$ cat config.mk
export PLATFORM = sky130hd
export DESIGN_NAME = wdrc_watchdog_reset_control
export DESIGN_NICKNAME = d
export VERILOG_FILES = /design/src/wdrc_watchdog_reset_control.v
export VERILOG_INCLUDE_DIRS = /design/src
export SDC_FILE = /design/constraint.sdc
export NUM_CORES = 1
export LEC_CHECK = 0
export ABC_AREA = 1
export BUFFER_PORTS_ARGS = -buffer_cell sky130_fd_sc_hd__clkbuf_2
export CORE_ASPECT_RATIO = 0.75
export CORE_MARGIN = 2
export CORE_UTILIZATION = 51
export DETAILED_ROUTE_END_ITERATION = 16
export PLACE_DENSITY = 0.92
export SYNTH_ARGS = -nofsm -noshare
export SYNTH_HDL_FRONTEND = slang
export SYNTH_SLANG_ARGS = --single-unit
export TNS_END_PERCENT = 50
$ cat constraint.sdc
create_clock -name pclk -period 2.1 [get_ports pclk]
set_input_delay 0 -clock pclk [delete_from_list [all_inputs] [get_ports pclk]]
set_output_delay 0 -clock pclk [all_outputs]
set_load 0.03 [all_outputs]
$ cat src/wdrc_regs.vh
// Register map, field positions, reset values and counts of the reset controller
`ifndef WDRC_REGS_VH
`define WDRC_REGS_VH

// Register byte offsets
`define WDRC_OFF_CAUSE      8'h00
`define WDRC_OFF_OPT1       8'h04
`define WDRC_OFF_OPT2       8'h08
`define WDRC_OFF_IRQ_STAT   8'h0c
`define WDRC_OFF_IRQ_MASK   8'h10
`define WDRC_OFF_COUNT      8'h14

// Reset cause bit positions
`define WDRC_CAUSE_POR      7
`define WDRC_CAUSE_PIN      6
`define WDRC_CAUSE_WDOG     5
`define WDRC_CAUSE_ILOP     4
`define WDRC_CAUSE_ILAD     3
`define WDRC_CAUSE_CLK      2
`define WDRC_CAUSE_LOWV     1

// Option field positions
`define WDRC_OPT1_EN        0
`define WDRC_OPT1_TSEL      1
`define WDRC_OPT2_CSEL      0

// Reset values
`define WDRC_RST_CAUSE      8'h80
`define WDRC_RST_OPT1       2'h3
`define WDRC_RST_OPT2       1'h1
`define WDRC_RST_IRQ        3'h0

// Interrupt event positions
`define WDRC_IRQ_SERVICE    0
`define WDRC_IRQ_LOCKED     1
`define WDRC_IRQ_HALF       2

// Processor start state
`define WDRC_VEC_HI_ADDR    16'hfffe
`define WDRC_VEC_LO_ADDR    16'hffff
`define WDRC_STACK_INIT     16'h00ff

// Watchdog overflow counts
`define WDRC_SLOW_SHORT     19'h00020
`define WDRC_SLOW_LONG      19'h00100
`define WDRC_BUS_SHORT      19'h02000
`define WDRC_BUS_LONG       19'h40000

// Last hold count: the internal reset is held for this many cycles plus two
`define WDRC_RST_HOLD       4'hf

`endif

$ cat src/wdrc_watchdog_reset_control.v
// Reset controller with watchdog timer, APB register slave
//
// Implementation choices: register access over APB and the register offsets.
`timescale 1ns/10ps
`default_nettype none
`include "wdrc_regs.vh"

module wdrc_watchdog_reset_control
#(
   parameter [18:0] BUS_SHORT_COUNT = `WDRC_BUS_SHORT,
   parameter [18:0] BUS_LONG_COUNT  = `WDRC_BUS_LONG
)
(
   input  wire        pclk,
   input  wire        presetn,
   input  wire        clk_en,
   input  wire        psel,
   input  wire        penable,
   input  wire        pwrite,
   input  wire [7:0]  paddr,
   input  wire [31:0] pwdata,
   output reg  [31:0] prdata,
   output wire        pready,
   output wire        pslverr,
   input  wire        low_voltage_detect,
   input  wire        reset_pin_event,
   input  wire        illegal_opcode_event,
   input  wire        illegal_address_event,
   input  wire        clock_loss_event,
   input  wire        debug_reset_request,
   input  wire        background_debug_mode,
   input  wire        stop_mode,
   input  wire        slow_tick,
   output wire        system_reset,
   output reg         pc_load,
   output wire [15:0] reset_vector_hi_addr,
   output wire [15:0] reset_vector_lo_addr,
   output wire        interrupt_mask_set,
   output wire [15:0] stack_pointer_init,
   output wire        peripheral_disable,
   output wire        pin_output_disable,
   output wire        pin_pullup_disable,
   output wire        irq
);

   // ******************************************************
   // Reset sequencer
   // ******************************************************
   localparam [2:0] ST_HOLD = 3'b001;
   localparam [2:0] ST_LOAD = 3'b010;
   localparam [2:0] ST_RUN  = 3'b100;

   reg  [2:0]  state_r;
   reg  [2:0]  state_nxt;
   reg  [3:0]  hold_cnt_r;
   reg  [3:0]  hold_cnt_nxt;
   reg  [7:0]  cause_r;
   reg  [7:0]  cause_nxt;
   reg  [1:0]  opt1_r;
   reg         opt2_r;
   reg         opt1_lock_r;
   reg         opt2_lock_r;
   reg  [17:0] wd_cnt_r;
   reg         stop_d_r;
   reg  [2:0]  irq_stat_r;
   reg  [2:0]  irq_mask_r;
   wire        in_reset;
   wire        wd_overflow;
   wire        ext_request;
   wire        reset_request;

   assign in_reset = ~state_r[2];
   assign ext_request = low_voltage_detect | reset_pin_event |
                        illegal_opcode_event | illegal_address_event |
                        clock_loss_event | debug_reset_request;
   assign reset_request = ~in_reset & (ext_request | wd_overflow);

   always @*
   begin
      state_nxt = state_r;
      hold_cnt_nxt = hold_cnt_r;
      case (state_r)
         ST_HOLD:
         begin
            if (hold_cnt_r == `WDRC_RST_HOLD)
            begin
               state_nxt = ST_LOAD;
            end
            else
            begin
               hold_cnt_nxt = hold_cnt_r + 4'h1;
            end
         end
         ST_LOAD:
         begin
            state_nxt = ST_RUN;
         end
         ST_RUN:
         begin
            if (reset_request)
            begin
               state_nxt = ST_HOLD;
               hold_cnt_nxt = 4'h0;
            end
         end
         default:
         begin
            state_nxt = ST_HOLD;
            hold_cnt_nxt = 4'h0;
         end
      endcase
   end

   always @(posedge pclk or negedge presetn)
   begin
      if (!presetn)
      begin
         state_r <= ST_HOLD;
         hold_cnt_r <= 4'h0;
         pc_load <= 1'b0;
      end
      else if (clk_en)
      begin
         state_r <= state_nxt;
         hold_cnt_r <= hold_cnt_nxt;
         pc_load <= state_nxt[1];
      end
   end

   // ******************************************************
   // Processor start state and pin control
   // ******************************************************
   assign system_reset = in_reset;
   assign reset_vector_hi_addr = `WDRC_VEC_HI_ADDR;
   assign reset_vector_lo_addr = `WDRC_VEC_LO_ADDR;
   assign interrupt_mask_set = in_reset;
   assign stack_pointer_init = `WDRC_STACK_INIT;
   assign peripheral_disable = in_reset;
   assign pin_output_disable = in_reset;
   assign pin_pullup_disable = in_reset;

   // ******************************************************
   // Reset cause register
   // ******************************************************
   always @*
   begin
      cause_nxt = cause_r;
      if (reset_request)
      begin
         cause_nxt = 8'h00;
         cause_nxt[`WDRC_CAUSE_PIN] = reset_pin_event;
         cause_nxt[`WDRC_CAUSE_WDOG] = wd_overflow;
         cause_nxt[`WDRC_CAUSE_ILOP] = illegal_opcode_event;
         cause_nxt[`WDRC_CAUSE_ILAD] = illegal_address_event;
         cause_nxt[`WDRC_CAUSE_CLK] = clock_loss_event;
         cause_nxt[`WDRC_CAUSE_LOWV] = low_voltage_detect;
      end
   end

   always @(posedge pclk or negedge presetn)
   begin
      if (!presetn)
      begin
         cause_r <= `WDRC_RST_CAUSE;
      end
      else if (clk_en)
      begin
         cause_r <= cause_nxt;
      end
   end

   // ******************************************************
   // APB access decode
   // ******************************************************
   wire wr_en;
   wire rd_en;
   wire hit_cause;
   wire hit_opt1;
   wire hit_opt2;
   wire hit_stat;
   wire hit_mask;
   wire hit_count;
   wire mapped;
   wire service;
   wire opt1_first;
   wire opt2_first;
   reg  rd_vld_r;

   assign pready = clk_en & (pwrite | rd_vld_r);
   assign hit_cause = (paddr == `WDRC_OFF_CAUSE);
   assign hit_opt1 = (paddr == `WDRC_OFF_OPT1);
   assign hit_opt2 = (paddr == `WDRC_OFF_OPT2);
   assign hit_stat = (paddr == `WDRC_OFF_IRQ_STAT);
   assign hit_mask = (paddr == `WDRC_OFF_IRQ_MASK);
   assign hit_count = (paddr == `WDRC_OFF_COUNT);
   assign mapped = hit_cause | hit_opt1 | hit_opt2 | hit_stat | hit_mask |
                   hit_count;
   assign pslverr = psel & penable & ~mapped;
   assign wr_en = psel & penable & pwrite & clk_en & ~in_reset;
   assign rd_en = psel & ~pwrite & clk_en;
   assign service = wr_en & hit_cause;
   assign opt1_first = wr_en & hit_opt1 & ~opt1_lock_r;
   assign opt2_first = wr_en & hit_opt2 & ~opt2_lock_r;

   always @(posedge pclk or negedge presetn)
   begin
      if (!presetn)
      begin
         prdata <= 32'h00000000;
         rd_vld_r <= 1'b0;
      end
      else if (rd_en)
      begin
         rd_vld_r <= ~(penable & rd_vld_r);
         prdata <= 32'h00000000;
         if (hit_cause)
         begin
            prdata[7:0] <= cause_r;
         end
         if (hit_opt1)
         begin
            prdata[1:0] <= opt1_r;
         end
         if (hit_opt2)
         begin
            prdata[0] <= opt2_r;
         end
         if (hit_stat)
         begin
            prdata[2:0] <= irq_stat_r;
         end
         if (hit_mask)
         begin
            prdata[2:0] <= irq_mask_r;
         end
         if (hit_count)
         begin
            prdata[17:0] <= wd_cnt_r;
         end
      end
   end

   // ******************************************************
   // Write-once system options
   // ******************************************************
   always @(posedge pclk or negedge presetn)
   begin
      if (!presetn)
      begin
         opt1_r <= `WDRC_RST_OPT1;
         opt2_r <= `WDRC_RST_OPT2;
         opt1_lock_r <= 1'b0;
         opt2_lock_r <= 1'b0;
      end
      else if (clk_en)
      begin
         if (in_reset)
         begin
            opt1_r <= `WDRC_RST_OPT1;
            opt2_r <= `WDRC_RST_OPT2;
            opt1_lock_r <= 1'b0;
            opt2_lock_r <= 1'b0;
         end
         else
         begin
            if (opt1_first)
            begin
               opt1_r <= pwdata[1:0];
               opt1_lock_r <= 1'b1;
            end
            if (opt2_first)
            begin
               opt2_r <= pwdata[0];
               opt2_lock_r <= 1'b1;
            end
         end
      end
   end

   // ******************************************************
   // Watchdog counter
   // ******************************************************
   wire        wd_enable;
   wire        wd_bus_clk;
   wire        wd_long;
   wire [18:0] wd_limit;
   wire [18:0] wd_last;
   wire        wd_step;
   wire        stop_entry;
   wire        wd_half;

   assign wd_enable = opt1_r[`WDRC_OPT1_EN];
   assign wd_long = opt1_r[`WDRC_OPT1_TSEL];
   assign wd_bus_clk = opt2_r;
   assign wd_limit = wd_bus_clk ?
                     (wd_long ? BUS_LONG_COUNT : BUS_SHORT_COUNT) :
                     (wd_long ? `WDRC_SLOW_LONG : `WDRC_SLOW_SHORT);
   assign wd_last = wd_limit - 19'h00001;
   assign wd_step = wd_enable & ~background_debug_mode & ~stop_mode &
                    (wd_bus_clk | slow_tick);
   assign stop_entry = stop_mode & ~stop_d_r;
   assign wd_overflow = wd_enable & ~in_reset & wd_step &
                        ({1'b0, wd_cnt_r} == wd_last);
   assign wd_half = wd_step & ({1'b0, wd_cnt_r} == {1'b0, wd_limit[18:1]});

   always @(posedge pclk or negedge presetn)
   begin
      if (!presetn)
      begin
         wd_cnt_r <= 18'h00000;
         stop_d_r <= 1'b0;
      end
      else if (clk_en)
      begin
         stop_d_r <= stop_mode;
         if (in_reset | service | opt1_first | opt2_first)
         begin
            wd_cnt_r <= 18'h00000;
         end
         else if (stop_entry & ~wd_bus_clk)
         begin
            wd_cnt_r <= 18'h00000;
         end
         else if (wd_step)
         begin
            wd_cnt_r <= wd_cnt_r + 18'h00001;
         end
      end
   end

   // ******************************************************
   // Interrupt status and mask
   // ******************************************************
   wire [2:0] irq_set;
   wire       lock_hit;

   assign lock_hit = wr_en & ((hit_opt1 & opt1_lock_r) |
                              (hit_opt2 & opt2_lock_r));
   assign irq_set = {wd_half & ~in_reset, lock_hit, service};

   genvar gi;
   generate
      for (gi = 0; gi < 3; gi = gi + 1)
      begin : g_irq
         always @(posedge pclk or negedge presetn)
         begin
            if (!presetn)
            begin
               irq_stat_r[gi] <= 1'b0;
            end
            else if (clk_en)
            begin
               irq_stat_r[gi] <= irq_set[gi] |
                  (irq_stat_r[gi] & ~(wr_en & hit_stat & pwdata[gi]));
            end
         end
      end
   endgenerate

   always @(posedge pclk or negedge presetn)
   begin
      if (!presetn)
      begin
         irq_mask_r <= `WDRC_RST_IRQ;
      end
      else if (clk_en & wr_en & hit_mask)
      begin
         irq_mask_r <= pwdata[2:0];
      end
   end

   assign irq = |(irq_stat_r & irq_mask_r);

endmodule
`default_nettype wire

==> summary.md, run 1 <==
| Metric | Value |
|---|---|
| Post-synth top flop | dfrtp_1 |
| DIE AREA | just under 0.009 sq mm |
| Max-cap violations | 0 |
| Area delta synth->final | 11.5% |
| Max Root-Sink Buffers | 2 |
| Rows | 28 |
| Hold_ws | around 76 ps |
| Setup TNS | 0 ps |
| Total GRT Usage | 26.1% |
| Root Driver | clkbuf_8 |
| CTS Buf Count | 9 |
| Hold_sp | paddr[3] |
| Hpwl dp | just over 8000 um |
| 1st-iter DRT viols | around 330 |
| R2R Path End | cause_r[2] |
| Clk sinks | 63 |
| CORE AREA | roughly 0.0079 sq mm |
| Placed cell area | between 0.004 and 0.005 sq mm |
| CTS tree | done |
| Hold EP | irq_stat_r[1] |
| Post-Place Setup Slack | 105 ps |
| WS Path Type | reg2reg |
| Starting Density | between 50% and 60% |
| Top post-synthesis cells by count | 153 x nand2_1, 67 x buf_4, 63 x nor2_1 |
| Avg WL per Cell | 14.6 um |
| Setup slack after layout | about 110 ps |
| Worst-skew pair later-pin latency | 350 ps |
| H-tree lvl count | 3 |
| Outcome | finished, final reports clean |
| Top-area cell type share of the netlist area | 34.9% |
| Ys Warns | 0 |
| Gp weighted congestion | 1.02 |
| Port Buffers | 52 |
| Final Slew Violations | 0 |
| Largest net degree at the start of global routing | 39 |
| Die W | between 100 and 150 um |
| FF+latch count, synth | 63 |
| Via density | 5.32 |
| Critical Path RT | 2360 ps |
| Area leader, netlist | dfrtp_1 |
| PwrDens | slightly below 600 mW/mm^2 |
| Final #Nets | roughly 710 |
| Post-DRT Antenna Nets | 0 |
| Via count | ~4000 |
| Synth Instances | about 580 |
| Worst-Margin Slew | between 600 and 700 ps |
| Max Clock Freq | a little over 500 MHz |
| P_leak | 2.31 nW |
| Crit. Startpoint | wd_cnt_r[1] |
| Die Span Y | about 82 um |
| Antenna cell count | 0 |
| Share of post-route cells with drive strength above 1 | between 10% and 20% |
| Initial antenna violation count | 0 |
| Post-route minimum period | just under 2000 ps |
| R2r setup slk | about 110 ps |
| Avg Inst Size Synth | between 7 and 8 sq um |
| Tcrit/Tclk final | roughly 95% |
| Worst clock skew | approximately 6.6 ps |
| Final instance area | about 0.0046 sq mm |
| Startpoint types | flop |
| Worst Hold Path Cells | 5 |
| Worst EP arrival | between 2000 and 2500 ps |
| Count leader, synth | nand2_1 |
| Async SR Flop Fraction | 100% |
| GRT overflow | 0 |
| First drt pass iteration count | 4 |
| Setup-failing EPs final | 0 |
| I/O pin total | 144 |
| Tot Pwr | between 2 and 3 mW |
| Top post-synthesis cells by area | dfrtp_1 35%, nand2_1 14%, buf_4 12% |
| Worst R2R Path Depth | 9 |
| Synth cell types | 33 |
| Fin. Hold Viols | 0 |
| Drt drc | 0 |
| EDFF count, synth | 0 |
| RSZ-0062 raised after global routing | false |
| Syn Std Cell Area | 0.00416 sq mm |
| Slew headroom | ~55% |
| Clock-pin slew on the worst setup and hold paths | 70 ps |
| Routed WL | around 11000 um |
| Reg-to-reg startpoint | wd_cnt_r[1] |
| Worst IR Drop VDD | around 440 uV |
| CP max FO | 11 |
| Seq/Total Area, Yosys | 38.1% |
| Hold crit path type | in2reg |
| CP endpoint kind | flop |
| Vias in the first global route | 3657 |
| First-pass GRT wire length | 17800 um |
## registers in the layout (all words and copies together), names as in the netlist
register     flops
irq_stat_r       3
opt2_lock_r      1
state_r          3
rd_vld_r         1
irq_mask_r       3
opt1_lock_r      1
hold_cnt_r       4
wd_cnt_r        18
stop_d_r         1
prdata          18
opt2_r           1
cause_r          7
opt1_r           2
## cells in the final DEF (no fill, tap or decap), drive strengths merged, types with 13 or more instances in the layout
master       netlist  layout
nor2              67      67
inv               55      55
buf               72      15
dfrtp             58      58
nand4             23      23
conb               2      62
clkbuf             8      62
nand2            156     156
o21ai             39      39
nand3             39      39
nor3              13      13
dlygate4sd3        0      13
## routing by layer
metal	up-vias	share of wire, %	wire length [um]	GRT usage [%]
met5	-	0	0	0
met4	0	1.3	144	8.85
met3	17	11	1260	6.36
met2	243	44	4870	39.2
met1	1896	43	4810	37.2
li1	1889	-	-	-
## kinds of logic after synthesis
group	count (synthesis)	synth area share, %
AOI/OAI and AO/OA	65	8.94
xor gates and xnor gates	9	1.90
adders and majority gates	3	0.903
buffers and inverters	135	18.5
DFF	63	38.1
other	2	0.181
and+or+nand+nor	302	31.5
## area by class of cell
cell class | instances | area (sq um)
multi-input cells | 441 | 2030
well taps | 105 | 131
clock inverters | 6 | 37.5
flip-flops and latches | 63 | 1580
clock buffers | 10 | 128
repair buffers | 80 | 515
fillers | 729 | 3280
inverters | 55 | 206
## worst max path at each step
stage,endpoint,depth (start not counted),slack [ps]
after floorplan,pslverr,4,310
after global placement,cause_r[2],11,210
after detailed placement,cause_r[2],9,100
after CTS,cause_r[2],9,90
after global routing,wd_cnt_r[16],11,8
final,cause_r[2],9,110
## where the power goes
| group | total (mW) | switching [mW] | internal (mW) |
|---|---|---|---|
| clock network | 0.933 | 0.511 | 0.421 |
| logic | 0.453 | 0.344 | 0.109 |
| registers | 1.31 | 0.0441 | 1.26 |
| total | 2.69 | 0.900 | 1.79 |
## critical path: stages (launching register included)
cell and delay, ps:
dfrtp_1 400, ha_1 230, nand2_1 110, nor2_1 220, nand3_1 110, nor2_1 120
nand2_1 140, nand2_1 130, nand3_2 190, o21ai_0 260
## stage by stage
step	instances	util, %
floorplan	639	-
global placement	731	54.8
detailed placement	731	54.8
CTS	760	58.5
global route	760	58.5
finish	760	58.5
## timing repair
item                                    4_1_cts  5_1_grt
hold endpoints to repair                     43        0
hold buffers                                 13        0
setup buffers                                 0        0
endpoints found under the setup margin        0        6
resized for setup                             0        1
Power figures use the tool's default switching activity.
==> inputs of run 2 (changes only) <==
SETUP_SLACK_MARGIN = 0.2   (was default)
==> summary.md, run 2 (synthesized netlist as in run 1, its figures left out) <==
| Metric | Value |
|---|---|
| Outcome | finished, final reports clean (unchanged) |
| Antenna cell count | 0 (unchanged) |
| Largest net degree at the start of global routing | 39 (unchanged) |
| Met2 routed wirelength | 4790 um (was 4870 um) |
| Share of post-route cells with drive strength above 1 | 16.3% (was 14.8%) |
| GRT overflow | 0 (unchanged) |
| Fin. Hold Viols | 0 (unchanged) |
| Critical Path RT | 2310 ps (was 2360 ps) |
| Worst-skew pair later-pin latency | 360 ps (was 350 ps) |
| Initial antenna violation count | 0 (unchanged) |
| Post-DRT Antenna Nets | 0 (unchanged) |
| Gp weighted congestion | 1.02 (unchanged) |
| Max Root-Sink Buffers | 2 (unchanged) |
| WL met3 | 1330 um (was 1260 um) |
| Commonest cells after routing, fill and taps aside | 150 x nand2_1, 62 x conb_1, 60 x nor2_1 (was 153 x nand2_1, 63 x nor2_1, 62 x conb_1) |
| Worst-Margin Slew | 665 ps (was 669 ps) |
| CP endpoint kind | flop (unchanged) |
| First-pass GRT wire length | 17900 um (was 17800 um) |
| Biggest registers after layout | prdata (18), wd_cnt_r (18), cause_r (7) (unchanged) |
| RSZ-0062 raised after global routing | true (was false) |
| 1st-iter DRT viols | 353 (was 333) |
| Setup-failing EPs final | 0 (unchanged) |
| Clk sinks | 63 (unchanged) |
| Leading cell type in the layout, fill and taps excluded | nand2_1 (unchanged) |
| Starting Density | 52.5% (unchanged) |
| Tcrit/Tclk final | 90.1% (was 94.7%) |
| CTS tree | done (unchanged) |
| Tot Pwr | 2.68 mW (was 2.69 mW) |
| DIE AREA | 0.00890 sq mm (unchanged) |
| Vias in the first global route | 3709 (was 3657) |
| Max Clock Freq | 528 MHz (was 503 MHz) |
| CP max FO | 11 (unchanged) |
| CTS Buf Count | 9 (unchanged) |
| Post-route minimum period | 1890 ps (was 1990 ps) |
| Hold_ws | 80.4 ps (was 76.2 ps) |
| Top Metal Used | met4 (unchanged) |
| First drt pass iteration count | 5 (was 4) |
| P_leak | 2.32 nW (was 2.31 nW) |
| Avg WL per Cell | 14.8 um (was 14.6 um) |
| H-tree lvl count | 3 (unchanged) |
| Setup TNS | 0 ps (unchanged) |
| Final #Nets | 711 (was 708) |
| Startpoint types | flop (unchanged) |
| Worst EP arrival | 2110 ps (was 2240 ps) |
| PwrDens | 571 mW/mm^2 (was 581 mW/mm^2) |
| Clock-pin slew on the worst setup and hold paths | 70 ps (about the same) |
| Via count | 4076 (was 4045) |
| Hpwl dp | 8140 um (unchanged) |
| Root Driver | clkbuf_8 (unchanged) |
| Routed WL | 11300 um (was 11100 um) |
| Via density | 5.34 (was 5.32) |
| WS Path Type | reg2reg (unchanged) |
| Worst clock skew | 6.63 ps (was 6.57 ps) |
| Area delta synth->final | 13.0% (was 11.5%) |
| Post-layout util | 59.4% (was 58.5%) |
| Drt drc | 0 (unchanged) |
| CORE AREA | 0.00792 sq mm (unchanged) |
| Die Span Y | 82.2 um (unchanged) |
| I/O pin total | 144 (unchanged) |
| Die W | 108 um (unchanged) |
| Final Slew Violations | 0 (unchanged) |
| Worst IR Drop VDD | 423 uV (was 438 uV) |
| Rows | 28 (unchanged) |
| Slew headroom | 55.7% (was 55.4%) |
| Hold crit path type | in2reg (unchanged) |
| Max-cap violations | 0 (unchanged) |
| Total GRT Usage | 26.2% (was 26.1%) |
| M1 wire length | 4840 um (was 4810 um) |
| Port Buffers | 52 (unchanged) |
run 2: cell count changes in the layout (fill, tap and decap cells not counted), moves of 2 or more:
cell	previous run	this run
buf_4	14	17
nand2_1	153	150
nand2_2	3	5
nand3_2	2	0
nand3_4	0	2
nor2_1	63	60
nor2_2	3	5
run 2: stage by stage:
step / setup slack, ps / cells / area, sq um
after floorplan: 305 / 639 / 4380
after global placement: 214 / 731 / 4340
after detailed placement: 105 / 731 / 4340
after CTS: 195 / 760 / 4640
after global routing: 126 / 763 / 4700
final: 208 / 763 / 4700
run 2: final timing paths:
path / to / cells after the start / start / slack [ps]
setup / recovery: cause_r[5] / 10 / wd_cnt_r[1] / 210
hold / removal: irq_stat_r[1] / 5 / paddr[3] / 80
max in group asynchronous: opt1_r[0] / 3 / presetn / 1190
min in group asynchronous: hold_cnt_r[2] / 2 / presetn / 200
hold reg to reg: prdata[8] / 2 / prdata[8] / 490
setup reg to reg: cause_r[5] / 10 / wd_cnt_r[1] / 210
run 2: layout make-up:
class                           instances  area (sq um)
Clock inverter                          6          37.5
Inverter                               55           206
Fill cell                             712          3220
Timing Repair Buffer                   83           538
Sequential cell                        63          1580
Multi-Input combinational cell        441          2070
Tap cell                              105           131
Clock buffer                           10           128
run 2: metal layers:
layer / vias to the layer above / GRT usage (%)
li1: 1900 / -
met1: 1863 / 36.8
met2: 273 / 39.4
met3: 40 / 6.67
met4: 0 / 9.36
met5: - / 0
run 2: critical path, cell delays in order, from the launching register on:
cell     delay (ps)
dfrtp_1         400
ha_1            240
nand2_1         120
nor2_2          180
nand3_1          90
nor2_1          120
nand2_2         120
nand2_2         110
nand3_4         130
nand2_1         110
o21ai_0         120
run 2: repair_timing:
action	4_1_cts	5_1_grt
setup endpoints to repair	7	31
hold buffers	13	0
pin swaps	0	0
setup buffers	0	3
resized for setup	1	11
endpoints found under the hold margin	43	0
run 2: report_power, final:
group,switching [mW],internal [mW]
clock network,0.503,0.421
registers,0.0428,1.26
logic,0.345,0.110
total,0.891,1.79
